### src/design/otpc_defs.svh
`ifndef OTPC_DEFS_SVH
`define OTPC_DEFS_SVH

// Register byte addresses
`define OTPC_MODE_ADDR     32'h40008000
`define OTPC_PCTRL_ADDR    32'h40008004
`define OTPC_WCNT_ADDR     32'h40008020
`define OTPC_STAT_ADDR     32'h40008024
`define OTPC_RST_WORD      32'h00000000

// Mode register fields
`define OTPC_MODE_MSB      2
`define OTPC_MODE_LSB      0
`define OTPC_DMA_BIT       4
`define OTPC_FLUSH_BIT     5
`define OTPC_PACE_BIT      6
`define OTPC_SRC_BIT       7
`define OTPC_FAST_BIT      8
`define OTPC_MUX_MSB       29
`define OTPC_MUX_LSB       28

// Program control fields
`define OTPC_ENU_BIT       27
`define OTPC_BITU_BIT      26
`define OTPC_ENL_BIT       25
`define OTPC_WADDR_MSB     12

// Status register fields
`define OTPC_STAT_ST_MSB   17
`define OTPC_STAT_ST_LSB   16

// Operating mode codes
`define OTPC_M_STANDBY_MODE        3'h0
`define OTPC_M_MANUAL_READ_MODE       3'h1
`define OTPC_M_MANUAL_PROGRAM_MODE       3'h2
`define OTPC_M_AUTOMATIC_READ_MODE       3'h3
`define OTPC_M_AUTOMATIC_PROGRAM_MODE       3'h4

// Alternate port sources
`define OTPC_MUX_REF       2'h0
`define OTPC_MUX_RSSI      2'h1
`define OTPC_MUX_LNA       2'h2
`define OTPC_MUX_OSC       2'h3

// Timing counts in MCLK cycles
`define OTPC_PROG_NORM_CYC 16'h0008
`define OTPC_PROG_FAST_CYC 16'h0004
`define OTPC_TWR_NORM_CYC  16'h0004
`define OTPC_TWR_FAST_CYC  16'h0002

`endif

### src/design/otpc_pkg.sv
package otpc_pkg;

  typedef enum logic [1:0] {
    ST_IDLE,
    ST_FETCH,
    ST_PROG,
    ST_RECOV
  } otpc_state_type;

endpackage

### src/design/otpc_ctrl.sv
`timescale 1ns/1ps
`include "otpc_defs.svh"
module otpc_ctrl #(
  parameter logic [15:0] PROG_NORM_CYC = `OTPC_PROG_NORM_CYC,
  parameter logic [15:0] PROG_FAST_CYC = `OTPC_PROG_FAST_CYC,
  parameter logic [15:0] TWR_NORM_CYC  = `OTPC_TWR_NORM_CYC,
  parameter logic [15:0] TWR_FAST_CYC  = `OTPC_TWR_FAST_CYC
) (
  // Clock and reset
  input  wire logic        MCLK,
  input  wire logic        RST_N,
  // APB slave
  input  wire logic        PSEL,
  input  wire logic        PENABLE,
  input  wire logic        PWRITE,
  input  wire logic [31:0] PADDR,
  input  wire logic [31:0] PWDATA,
  output logic      [31:0] PRDATA,
  output logic             PREADY,
  output logic             PSLVERR,
  // Serial interface mode write
  input  wire logic        SER_MODE_WE,
  input  wire logic [31:0] SER_MODE_WDATA,
  // Trim registers for the alternate port
  input  wire logic [15:0] REF_TRIM,
  input  wire logic [15:0] RSSI_TRIM,
  input  wire logic [7:0]  RFIO_TRIM,
  input  wire logic [4:0]  LNA3_TRIM,
  input  wire logic [11:0] LNA2_TRIM,
  input  wire logic [11:0] LNA1_TRIM,
  input  wire logic [3:0]  OSC_TRIM,
  // FIFO and DMA
  input  wire logic        FIFO_RVALID,
  input  wire logic [31:0] FIFO_RDATA,
  output logic             FIFO_RREADY,
  output logic             FIFO_FLUSH,
  output logic             DMA_EN,
  // Macrocell banks
  output logic      [2:0]  OTP_MODE,
  output logic      [12:0] OTP_ADDR,
  output logic             OTP_RD_STB,
  output logic             OTP_PROG_ACT,
  output logic      [31:0] OTP_PROG_DATA,
  output logic             OTP_PROG_UEN,
  output logic             OTP_PROG_LEN,
  output logic             OTP_PROG_BITU,
  output logic             OTP_PROG_FAST
);

  // Mode register state
  logic [2:0]  mode_r;
  logic        dma_r;
  logic        flush_r;
  logic        pace_r;
  logic        src_r;
  logic        fast_r;
  logic [1:0]  mux_r;
  // Program control state
  logic        uen_r;
  logic        bitu_r;
  logic        len_r;
  logic [12:0] waddr_r;
  logic [12:0] wcnt_r;
  // Bus answer
  logic [31:0] prdata_r;
  logic        err_r;
  // Sequencer
  otpc_pkg::otpc_state_type state_r;
  otpc_pkg::otpc_state_type state_nxt;
  logic [2:0]  prev_mode_r;
  logic [12:0] words_r;
  logic [12:0] words_nxt;
  logic [12:0] addr_r;
  logic [12:0] addr_nxt;
  logic [31:0] pdata_r;
  logic [31:0] pdata_nxt;
  logic        manual_r;
  logic        manual_nxt;
  logic        rd_stb_r;
  logic        half_r;
  logic [31:0] mode_rd_w;
  logic [31:0] pctrl_rd_w;
  logic [31:0] stat_rd_w;
  logic [31:0] alt_word;
  logic        tmr_done;

  function automatic logic is_read(input logic [2:0] m);
    is_read = (m == `OTPC_M_MANUAL_READ_MODE) || (m == `OTPC_M_AUTOMATIC_READ_MODE);
  endfunction

  function automatic logic is_auto(input logic [2:0] m);
    is_auto = (m == `OTPC_M_AUTOMATIC_READ_MODE) || (m == `OTPC_M_AUTOMATIC_PROGRAM_MODE);
  endfunction

  // Bus decode
  wire logic apb_setup = PSEL && !PENABLE;
  wire logic apb_wr    = PSEL && PENABLE && PWRITE;
  wire logic hit_mode  = PADDR == `OTPC_MODE_ADDR;
  wire logic hit_pctrl = PADDR == `OTPC_PCTRL_ADDR;
  wire logic hit_wcnt  = PADDR == `OTPC_WCNT_ADDR;
  wire logic hit_stat  = PADDR == `OTPC_STAT_ADDR;
  wire logic hit_any   = hit_mode || hit_pctrl || hit_wcnt || hit_stat;
  wire logic apb_mode_we  = apb_wr && hit_mode;
  wire logic apb_pctrl_we = apb_wr && hit_pctrl;
  wire logic apb_wcnt_we  = apb_wr && hit_wcnt;

  // Bus write wins when the serial path writes in the same cycle
  wire logic        ser_we     = SER_MODE_WE && !apb_mode_we;
  wire logic        mode_we    = apb_mode_we || ser_we;
  wire logic [31:0] mode_wdata = apb_mode_we ? PWDATA : SER_MODE_WDATA;
  wire logic        dma_nxt    = apb_mode_we ? PWDATA[`OTPC_DMA_BIT] :
                                 ser_we ? 1'b0 : dma_r;

  // Mode decode
  wire logic automatic_program_mode_w = mode_r == `OTPC_M_AUTOMATIC_PROGRAM_MODE;
  wire logic manual_program_mode_w = mode_r == `OTPC_M_MANUAL_PROGRAM_MODE;
  wire logic read_w  = is_read(mode_r);
  wire logic enter_automatic_program_mode = automatic_program_mode_w && (prev_mode_r != `OTPC_M_AUTOMATIC_PROGRAM_MODE);
  wire logic manual_program_mode_start = apb_pctrl_we && manual_program_mode_w;

  assign PREADY  = 1'b1;
  assign PRDATA  = prdata_r;
  assign PSLVERR = PSEL && PENABLE && err_r;

  // Unnamed bits stay zero in every readback word
  always_comb begin
    mode_rd_w = `OTPC_RST_WORD;
    mode_rd_w[`OTPC_MODE_MSB:`OTPC_MODE_LSB] = mode_r;
    mode_rd_w[`OTPC_DMA_BIT]   = dma_r;
    mode_rd_w[`OTPC_FLUSH_BIT] = flush_r;
    mode_rd_w[`OTPC_PACE_BIT]  = pace_r;
    mode_rd_w[`OTPC_SRC_BIT]   = src_r;
    mode_rd_w[`OTPC_FAST_BIT]  = fast_r;
    mode_rd_w[`OTPC_MUX_MSB:`OTPC_MUX_LSB] = mux_r;
    pctrl_rd_w = `OTPC_RST_WORD;
    pctrl_rd_w[`OTPC_ENU_BIT]  = uen_r;
    pctrl_rd_w[`OTPC_BITU_BIT] = bitu_r;
    pctrl_rd_w[`OTPC_ENL_BIT]  = len_r;
    pctrl_rd_w[`OTPC_WADDR_MSB:0] = waddr_r;
    stat_rd_w = `OTPC_RST_WORD;
    stat_rd_w[`OTPC_WADDR_MSB:0] = words_r;
    stat_rd_w[`OTPC_STAT_ST_MSB:`OTPC_STAT_ST_LSB] = state_r;
  end

  wire logic [31:0] rd_sel = hit_mode  ? mode_rd_w :
                             hit_pctrl ? pctrl_rd_w :
                             hit_wcnt  ? {19'h00000, wcnt_r} :
                             hit_stat  ? stat_rd_w : `OTPC_RST_WORD;

  // Read data captured in setup so access completes without wait
  always_ff @(posedge MCLK or negedge RST_N) begin
    if (!RST_N) begin
      prdata_r <= `OTPC_RST_WORD;
      err_r    <= 1'b0;
    end else if (apb_setup) begin
      prdata_r <= rd_sel;
      err_r    <= !hit_any;
    end
  end

  always_ff @(posedge MCLK or negedge RST_N) begin
    if (!RST_N) begin
      mode_r <= `OTPC_M_STANDBY_MODE;
      pace_r <= 1'b0;
      src_r  <= 1'b0;
      fast_r <= 1'b0;
      mux_r  <= `OTPC_MUX_REF;
    end else if (mode_we) begin
      mode_r <= mode_wdata[`OTPC_MODE_MSB:`OTPC_MODE_LSB];
      pace_r <= mode_wdata[`OTPC_PACE_BIT];
      src_r  <= mode_wdata[`OTPC_SRC_BIT];
      fast_r <= mode_wdata[`OTPC_FAST_BIT];
      mux_r  <= mode_wdata[`OTPC_MUX_MSB:`OTPC_MUX_LSB];
    end
  end

  // Flush lasts one cycle, so the bit reads back as zero afterwards
  always_ff @(posedge MCLK or negedge RST_N) begin
    if (!RST_N) begin
      dma_r   <= 1'b0;
      flush_r <= 1'b0;
    end else begin
      dma_r   <= dma_nxt;
      flush_r <= mode_we && mode_wdata[`OTPC_FLUSH_BIT];
    end
  end

  always_ff @(posedge MCLK or negedge RST_N) begin
    if (!RST_N) begin
      uen_r   <= 1'b0;
      bitu_r  <= 1'b0;
      len_r   <= 1'b0;
      waddr_r <= 13'h0000;
      wcnt_r  <= 13'h0000;
    end else begin
      if (apb_pctrl_we) begin
        uen_r   <= PWDATA[`OTPC_ENU_BIT];
        bitu_r  <= PWDATA[`OTPC_BITU_BIT];
        len_r   <= PWDATA[`OTPC_ENL_BIT];
        waddr_r <= PWDATA[`OTPC_WADDR_MSB:0];
      end
      if (apb_wcnt_we) begin
        wcnt_r <= PWDATA[`OTPC_WADDR_MSB:0];
      end
    end
  end

  otpc_altmux u_altmux (
    .sel       (mux_r),
    .ref_trim  (REF_TRIM),
    .rssi_trim (RSSI_TRIM),
    .rfio_trim (RFIO_TRIM),
    .lna3_trim (LNA3_TRIM),
    .lna2_trim (LNA2_TRIM),
    .lna1_trim (LNA1_TRIM),
    .osc_trim  (OSC_TRIM),
    .word      (alt_word)
  );

  // Program sequencer
  wire logic fifo_take = FIFO_RREADY && FIFO_RVALID;
  wire logic tmr_start = (state_nxt == otpc_pkg::ST_PROG ||
                          state_nxt == otpc_pkg::ST_RECOV) &&
                         (state_nxt != state_r);
  wire logic tmr_recov = state_nxt == otpc_pkg::ST_RECOV;

  assign FIFO_RREADY = (state_r == otpc_pkg::ST_FETCH) &&
                       automatic_program_mode_w && !src_r;

  always_comb begin
    state_nxt  = state_r;
    words_nxt  = words_r;
    addr_nxt   = addr_r;
    pdata_nxt  = pdata_r;
    manual_nxt = manual_r;
    case (state_r)
      otpc_pkg::ST_IDLE: begin
        addr_nxt = waddr_r;
        if (manual_program_mode_start) begin
          addr_nxt   = PWDATA[`OTPC_WADDR_MSB:0];
          pdata_nxt  = `OTPC_RST_WORD;
          words_nxt  = 13'h0001;
          manual_nxt = 1'b1;
          state_nxt  = otpc_pkg::ST_PROG;
        end else if (enter_automatic_program_mode) begin
          manual_nxt = 1'b0;
          words_nxt  = src_r ? 13'h0001 : wcnt_r;
          if (src_r || wcnt_r != 13'h0000) begin
            state_nxt = otpc_pkg::ST_FETCH;
          end
        end else if (mode_r == `OTPC_M_AUTOMATIC_READ_MODE) begin
          addr_nxt = addr_r + {12'h000, rd_stb_r && half_r};
        end
      end
      otpc_pkg::ST_FETCH: begin
        if (!automatic_program_mode_w) begin
          state_nxt = otpc_pkg::ST_IDLE;
        end else if (src_r) begin
          pdata_nxt = alt_word;
          state_nxt = otpc_pkg::ST_PROG;
        end else if (fifo_take) begin
          pdata_nxt = FIFO_RDATA;
          state_nxt = otpc_pkg::ST_PROG;
        end
      end
      otpc_pkg::ST_PROG: begin
        if (tmr_done) begin
          state_nxt = otpc_pkg::ST_RECOV;
        end
      end
      otpc_pkg::ST_RECOV: begin
        if (tmr_done) begin
          words_nxt = words_r - 13'h0001;
          if (manual_r || words_r == 13'h0001 || !automatic_program_mode_w) begin
            state_nxt = otpc_pkg::ST_IDLE;
          end else begin
            addr_nxt  = addr_r + 13'h0001;
            state_nxt = otpc_pkg::ST_FETCH;
          end
        end
      end
      default: begin
        state_nxt = otpc_pkg::ST_IDLE;
      end
    endcase
  end

  always_ff @(posedge MCLK or negedge RST_N) begin
    if (!RST_N) begin
      state_r     <= otpc_pkg::ST_IDLE;
      prev_mode_r <= `OTPC_M_STANDBY_MODE;
      words_r     <= 13'h0000;
      addr_r      <= 13'h0000;
      pdata_r     <= `OTPC_RST_WORD;
      manual_r    <= 1'b0;
    end else begin
      state_r     <= state_nxt;
      prev_mode_r <= mode_r;
      words_r     <= words_nxt;
      addr_r      <= addr_nxt;
      pdata_r     <= pdata_nxt;
      manual_r    <= manual_nxt;
    end
  end

  otpc_timer #(
    .PROG_NORM_CYC (PROG_NORM_CYC),
    .PROG_FAST_CYC (PROG_FAST_CYC),
    .TWR_NORM_CYC  (TWR_NORM_CYC),
    .TWR_FAST_CYC  (TWR_FAST_CYC)
  ) u_timer (
    .mclk  (MCLK),
    .rst_n (RST_N),
    .start (tmr_start),
    .recov (tmr_recov),
    .fast  (fast_r),
    .done  (tmr_done)
  );

  // Read pacing; half_r pairs two 16-bit reads into one word
  always_ff @(posedge MCLK or negedge RST_N) begin
    if (!RST_N) begin
      rd_stb_r <= 1'b0;
      half_r   <= 1'b0;
    end else begin
      rd_stb_r <= read_w && (!pace_r || !rd_stb_r);
      if (!read_w) begin
        half_r <= 1'b0;
      end else if (rd_stb_r) begin
        half_r <= !half_r;
      end
    end
  end

  // Macrocell and DMA outputs
  wire logic prog_act = state_r == otpc_pkg::ST_PROG;
  assign OTP_MODE      = mode_r;
  assign OTP_ADDR      = addr_r;
  assign OTP_RD_STB    = rd_stb_r;
  assign OTP_PROG_ACT  = prog_act;
  assign OTP_PROG_DATA = pdata_r;
  assign OTP_PROG_UEN  = prog_act && uen_r;
  assign OTP_PROG_LEN  = prog_act && len_r;
  assign OTP_PROG_BITU = bitu_r;
  assign OTP_PROG_FAST = fast_r;
  assign FIFO_FLUSH    = flush_r;
  // Base address must already be set by software when this rises
  assign DMA_EN = dma_r && is_auto(mode_r) &&
                  !(automatic_program_mode_w && src_r);

  a_dma_alt_off: assert property (@(posedge MCLK) disable iff (!RST_N)
    (automatic_program_mode_w && src_r) |-> !DMA_EN)
    else $error("DMA active with alternate port source");

  a_dma_path: assert property (@(posedge MCLK) disable iff (!RST_N)
    DMA_EN |-> dma_r && (mode_r == `OTPC_M_AUTOMATIC_READ_MODE ||
                         mode_r == `OTPC_M_AUTOMATIC_PROGRAM_MODE))
    else $error("DMA enabled outside auto mode");

  a_serial_dma: assert property (@(posedge MCLK) disable iff (!RST_N)
    (SER_MODE_WE && !apb_mode_we) |=> !dma_r && !DMA_EN)
    else $error("Serial mode write left DMA select set");

  a_flush_pulse: assert property (@(posedge MCLK) disable iff (!RST_N)
    (apb_mode_we && PWDATA[`OTPC_FLUSH_BIT] && !SER_MODE_WE)
    |=> FIFO_FLUSH ##1 !FIFO_FLUSH)
    else $error("Flush did not pulse for one cycle");

  a_read_slow: assert property (@(posedge MCLK) disable iff (!RST_N)
    (OTP_RD_STB && pace_r && $stable(pace_r)) |=> !OTP_RD_STB)
    else $error("Paced read strobe came back to back");

  a_read_fast: assert property (@(posedge MCLK) disable iff (!RST_N)
    (read_w && !pace_r && $past(read_w) && !$past(pace_r))
    |-> OTP_RD_STB)
    else $error("Unpaced read skipped a cycle");

  a_alt_single: assert property (@(posedge MCLK) disable iff (!RST_N)
    (state_r == otpc_pkg::ST_IDLE && enter_automatic_program_mode && src_r &&
     !manual_program_mode_start) |=> words_r == 13'h0001 ##1 pdata_r == $past(alt_word))
    else $error("Alternate source did not load a single word");

  a_fifo_source: assert property (@(posedge MCLK) disable iff (!RST_N)
    FIFO_RREADY |-> automatic_program_mode_w && !src_r)
    else $error("FIFO drained outside FIFO sourced programming");

  a_prog_fast: assert property (@(posedge MCLK) disable iff (!RST_N)
    ($rose(prog_act) && fast_r && $stable(fast_r))
    |-> prog_act[*4] ##1 !prog_act)
    else $error("Fast program pulse length wrong");

  a_prog_norm: assert property (@(posedge MCLK) disable iff (!RST_N)
    ($rose(prog_act) && !fast_r && $stable(fast_r))
    |-> prog_act[*8] ##1 !prog_act)
    else $error("Normal program pulse length wrong");

  a_upper_gate: assert property (@(posedge MCLK) disable iff (!RST_N)
    OTP_PROG_UEN |-> prog_act && uen_r)
    else $error("Upper bank driven while disabled");

  a_lower_gate: assert property (@(posedge MCLK) disable iff (!RST_N)
    OTP_PROG_LEN |-> prog_act && len_r)
    else $error("Lower bank driven while disabled");

  a_reserved_zero: assert property (@(posedge MCLK) disable iff (!RST_N)
    (apb_setup && hit_mode) |=> PRDATA[31:30] == 2'h0 &&
                                PRDATA[27:9] == 19'h00000)
    else $error("Reserved mode bits read nonzero");

endmodule

### src/design/otpc_altmux.sv
`timescale 1ns/1ps
`include "otpc_defs.svh"
module otpc_altmux (
  // Selection
  input  wire logic [1:0]  sel,
  // Trim sources
  input  wire logic [15:0] ref_trim,
  input  wire logic [15:0] rssi_trim,
  input  wire logic [7:0]  rfio_trim,
  input  wire logic [4:0]  lna3_trim,
  input  wire logic [11:0] lna2_trim,
  input  wire logic [11:0] lna1_trim,
  input  wire logic [3:0]  osc_trim,
  // Alternate programming word
  output logic      [31:0] word
);

  wire logic [31:0] ref_w  = {16'h0000, ref_trim};
  wire logic [31:0] rssi_w = {rssi_trim, 8'h00, rfio_trim};
  wire logic [31:0] lna_w  = {3'h0, lna3_trim, lna2_trim, lna1_trim};
  wire logic [31:0] osc_w  = {28'h0000000, osc_trim};

  assign word = (sel == `OTPC_MUX_REF)  ? ref_w  :
                (sel == `OTPC_MUX_RSSI) ? rssi_w :
                (sel == `OTPC_MUX_LNA)  ? lna_w  : osc_w;

endmodule

### src/design/otpc_timer.sv
`timescale 1ns/1ps
`include "otpc_defs.svh"
module otpc_timer #(
  parameter logic [15:0] PROG_NORM_CYC = `OTPC_PROG_NORM_CYC,
  parameter logic [15:0] PROG_FAST_CYC = `OTPC_PROG_FAST_CYC,
  parameter logic [15:0] TWR_NORM_CYC  = `OTPC_TWR_NORM_CYC,
  parameter logic [15:0] TWR_FAST_CYC  = `OTPC_TWR_FAST_CYC
) (
  // Clock and reset
  input  wire logic mclk,
  input  wire logic rst_n,
  // Control
  input  wire logic start,
  input  wire logic recov,
  input  wire logic fast,
  // Expiry
  output logic      done
);

  logic [15:0] cnt_r;
  logic        busy_r;

  wire logic [15:0] prog_cyc = fast ? PROG_FAST_CYC : PROG_NORM_CYC;
  wire logic [15:0] twr_cyc  = fast ? TWR_FAST_CYC : TWR_NORM_CYC;
  wire logic [15:0] load_w   = (recov ? twr_cyc : prog_cyc) - 16'h0001;

  assign done = busy_r && (cnt_r == 16'h0000);

  // Start wins over expiry so back to back phases chain cleanly
  always_ff @(posedge mclk or negedge rst_n) begin
    if (!rst_n) begin
      cnt_r  <= 16'h0000;
      busy_r <= 1'b0;
    end else if (start) begin
      cnt_r  <= load_w;
      busy_r <= 1'b1;
    end else if (done) begin
      busy_r <= 1'b0;
    end else if (busy_r) begin
      cnt_r  <= cnt_r - 16'h0001;
    end
  end

endmodule

### config.mk
export PLATFORM = sky130hd
export DESIGN_NAME = otpc_ctrl
export DESIGN_NICKNAME = d
export VERILOG_FILES = /design/src/design/otpc_pkg.sv /design/src/design/otpc_ctrl.sv /design/src/design/otpc_altmux.sv /design/src/design/otpc_timer.sv
export VERILOG_INCLUDE_DIRS = /design/src /design/src/design
export SDC_FILE = /design/constraint.sdc
export NUM_CORES = 1
export LEC_CHECK = 0
export BUFFER_PORTS_ARGS = -buffer_cell sky130_fd_sc_hd__buf_4
export CAP_MARGIN = 5
export CORE_ASPECT_RATIO = 0.6
export CORE_MARGIN = 2
export CORE_UTILIZATION = 40
export DETAILED_ROUTE_END_ITERATION = 7
export PLACE_DENSITY = 0.75
export SYNTH_ARGS = -nofsm -noshare
export SYNTH_HDL_FRONTEND = slang
export SYNTH_SLANG_ARGS = --single-unit
### constraint.sdc
create_clock -name MCLK -period 3.6 [get_ports MCLK]
set_clock_uncertainty 0.15 [all_clocks]
set_input_delay 0.36 -clock MCLK [delete_from_list [all_inputs] [get_ports MCLK]]
set_output_delay 0.36 -clock MCLK [all_outputs]
set_load 0.01 [all_outputs]
==> impl_metrics.yaml <==
outcome:
  outcome: "completed"
worst_hold_path:
  min-delay-path-class: "in2reg"
  holdPathEnd: "len_r"
  min_from: "PWDATA[25]"
  min_path_cells: 2
logic_synthesis:
  synthFlopType: "dfrtp_1"
  synth_largest_area_cell: "dfrtp_1"
  synth_top_area_share_pct: 43.2
  async_flop_share_pct: 100
  ys_seq_elements: 143
  ys_top_cells_by_area: "dfrtp_1 43%, nand2_1 5.7%, mux2i_1 4.6%"
  synth_area_sq_mm: 0.00829
  synth_edf_count: 0
  yosysSeqAreaShare_pct: 43.2
  netlist_instances: 922
  ys_warn_count: 0
  postSynthAreaPerCell_sq_um: 8.99
  yosysUniqueCellTypes: 61
critical_path:
  crit_path_start_kind: "register"
  reg2reg_depth: 9
  worstPathMaxFanout: 6
  critPathSlowestCell: "or4_1"
  slowest_delay_ns: 0.62
  regToRegEndpoint: "u_timer.cnt_r[15]"
  end_kind: "register"
  reg2reg_setup_slack_ns: 0.13
  critical_path_class: "reg2reg"
  critical_path_arrival_ns: 3.66
  crit_required_ns: 3.79
  cp_cell_sequence: "or4_4 > or4_4 > nor3_2 > o32ai_1 > a21o_1 > or3_1 > ha_1 > or4_1 > o21ai_0"
  r2r-start: "u_timer.cnt_r[9]"
  cp-startpoint: "u_timer.cnt_r[9]"
  cp_common_cell: "or4_4"
final_layout:
  drive_gt1_share_pct: 31.4
  nNetsFinal: 1383
  final_area_sq_mm: 0.0111
  layout_common_cells: "287 x buf_4, 142 x dfrtp_1, 126 x nand2_1"
  syn2layout_area_growth_pct: 34.3
  seqCellArea_sq_mm: 0.00358
  n_fill_cell: 1842
  mostFrequentLayoutCell: "buf_4"
  diodes: 0
  multi_input_area_sq_mm: 0.00438
clocking:
  cts-root-buf: "clkbuf_16"
  path_clk_slew_ns: 0.06
  cts.htree.levels: 4
  cts_sinks: 143
  tritoncts: "yes"
  worstSkewPairLatency_ns: 0.43
  clockBufferDepth: 2
  tritoncts.num_buffers: 17
timing:
  drv_slew: 0
  relSlewSlack_pct: 31.5
  rsz0062_at_grt: "no"
  finalCriticalPeriod_ns: 3.47
  tns_ns: 0
  worstMarginPinSlew_ns: 1.03
  hold_viol_final: 0
  finalCritPeriodShare_pct: 96.3
  max_freq_mhz: 288
  layout_setup_ws_ns: 0.134
  finalSetupViolCount: 0
detailed_routing:
  num_vias: 8187
  top_layer_used: "met4"
  wl_met2_um: 12600
  dr.first_iter.drc_count: 706
  drt-total-wl_um: 29700
  drtPass1Iterations: 5
  postRouteAntennaNets: 0
  wl_met1_um: 13700
  drc: 0
  wl_per_cell_um: 20.4
  via_per_inst: 5.63
  route.met3.wl_um: 2970
place:
  hpwl_um: 22500
  pre_cts_ws_ns: 0.0787
  place_area_sq_mm: 0.0105
  place_congestion: 0.972
  io_buffer_count: 248
power:
  switching_share_pct: 39.5
  cellPowerDensity_mw_per_mm2: 601
  combPwrFrac_pct: 38.0
  p_clk_share_pct: 26.5
  leakage_nw: 5.14
  intPower_mw: 4.05
  vdd_drop_max_mv: 0.356
  p_sw_mw: 2.64
  power_frac_seq_pct: 35.5
floorplan:
  die_h_um: 116
  dieArea_sq_mm: 0.0219
  coreArea_sq_mm: 0.0202
  die_x_um: 190
  start_util_pct: 41.1
  io_pins: 299
  rows: 40
grt:
  grt_first_pass_wirelength_um: 44500
  antenna_found_initial: 0
  globalRoute.totalOverflow: 0
  grt_max_degree: 82
  grt_pass1_vias: 7626
  grt_usage_pct: 26.5
run:
  max_cap_viol_count: 0
cell families (layout without fill, tap and decap cells):
family,count (synthesis),after routing,synth area share (%)
and+or+nand+nor,323,323,18.7
AOI/OAI and AO/OA,249,249,19.1
DFF,143,143,43.2
buffers and inverters,97,344,5.00
muxes,73,73,9.89
xor gates and xnor gates,27,27,2.85
adders and majority gates,8,8,1.21
other,2,13,0.0906
sequential cells by signal (all words and copies together), names as in the netlist, 2 cells and up:
name	cells
PRDATA	20
mux_r	2
wcnt_r	13
words_r	13
u_timer.cnt_r	16
waddr_r	13
prev_mode_r	3
OTP_ADDR	13
OTP_MODE	3
state_r	2
OTP_PROG_DATA	32
power groups by stage:
stage	Clock [mW]	Sequential [mW]	Combinational, mW
4_1_cts	1.79	2.35	2.49
6_report	1.78	2.37	2.54
3_5_place_dp	0	2.38	2.47
3_3_place_gp	0	2.37	2.42
2_1_floorplan	0	2.32	1.43
5_1_grt	1.85	2.42	2.80
stage by stage:
stage               utilization (%)  power, mW  hold WS [ns]  instances
floorplan                         -       3.76       -0.0856        933
global route                   55.2       7.06        0.0162       1453
CTS                            55.0       6.63        0.0107       1451
global placement               52.1       4.79         0.305       1418
detailed placement             52.1       4.85         0.312       1418
finish                         55.2       6.69        0.0178       1453
final cells by class:
| class | count | share of cell area (%) |
|---|---|---|
| flip-flops and latches | 143 | 32.2 |
| inverters | 23 | 0.775 |
| well taps | 273 | 3.07 |
| multi-input cells | 693 | 39.3 |
| repair buffers | 289 | 19.5 |
| clock inverters | 15 | 1.33 |
| clock buffers | 17 | 3.82 |
worst max-delay path, delay by kind of cell (launching register included):
family | cells | cell delay (ns)
flops | 1 | 0.40
compound gates | 3 | 0.46
fa+ha+maj | 1 | 0.30
simple gates | 5 | 2.07
metal layers:
| layer | up-vias | GRT usage, % |
|---|---|---|
| met5 | - | 0 |
| met4 | 0 | 6.10 |
| met3 | 31 | 7.18 |
| met2 | 372 | 38.1 |
| met1 | 3923 | 39.8 |
| li1 | 3861 | - |
how the worst max path moves through the flow:
stage	to	slack, ns
after floorplan	u_timer.cnt_r[11]	0.15
after global placement	u_timer.cnt_r[7]	0.15
after detailed placement	u_timer.cnt_r[9]	0.08
after CTS	u_timer.cnt_r[12]	0.04
after global routing	u_timer.cnt_r[5]	0.02
final	u_timer.cnt_r[15]	0.13
repair_timing:
action / 4_1_cts / 5_1_grt
endpoints found under the hold margin: 78 / 0
setup buffers: 0 / 2
endpoints found under the setup margin: 0 / 14
gates resized for setup: 0 / 6
hold buffers: 1 / 0
Yosys cell counts (17+ instances only):
library cell	number
mux2_2	31
nor3_1	28
o211ai_1	34
inv_1	23
xnor2_1	21
a21oi_1	47
nand2_1	126
nand3_1	22
o21ai_0	67
nor2_1	59
mux2i_1	38
o31ai_1	17
nor4_1	24
clkbuf_1	55
dfrtp_1	143
a22oi_1	20
(Power assumes the default switching activity.)
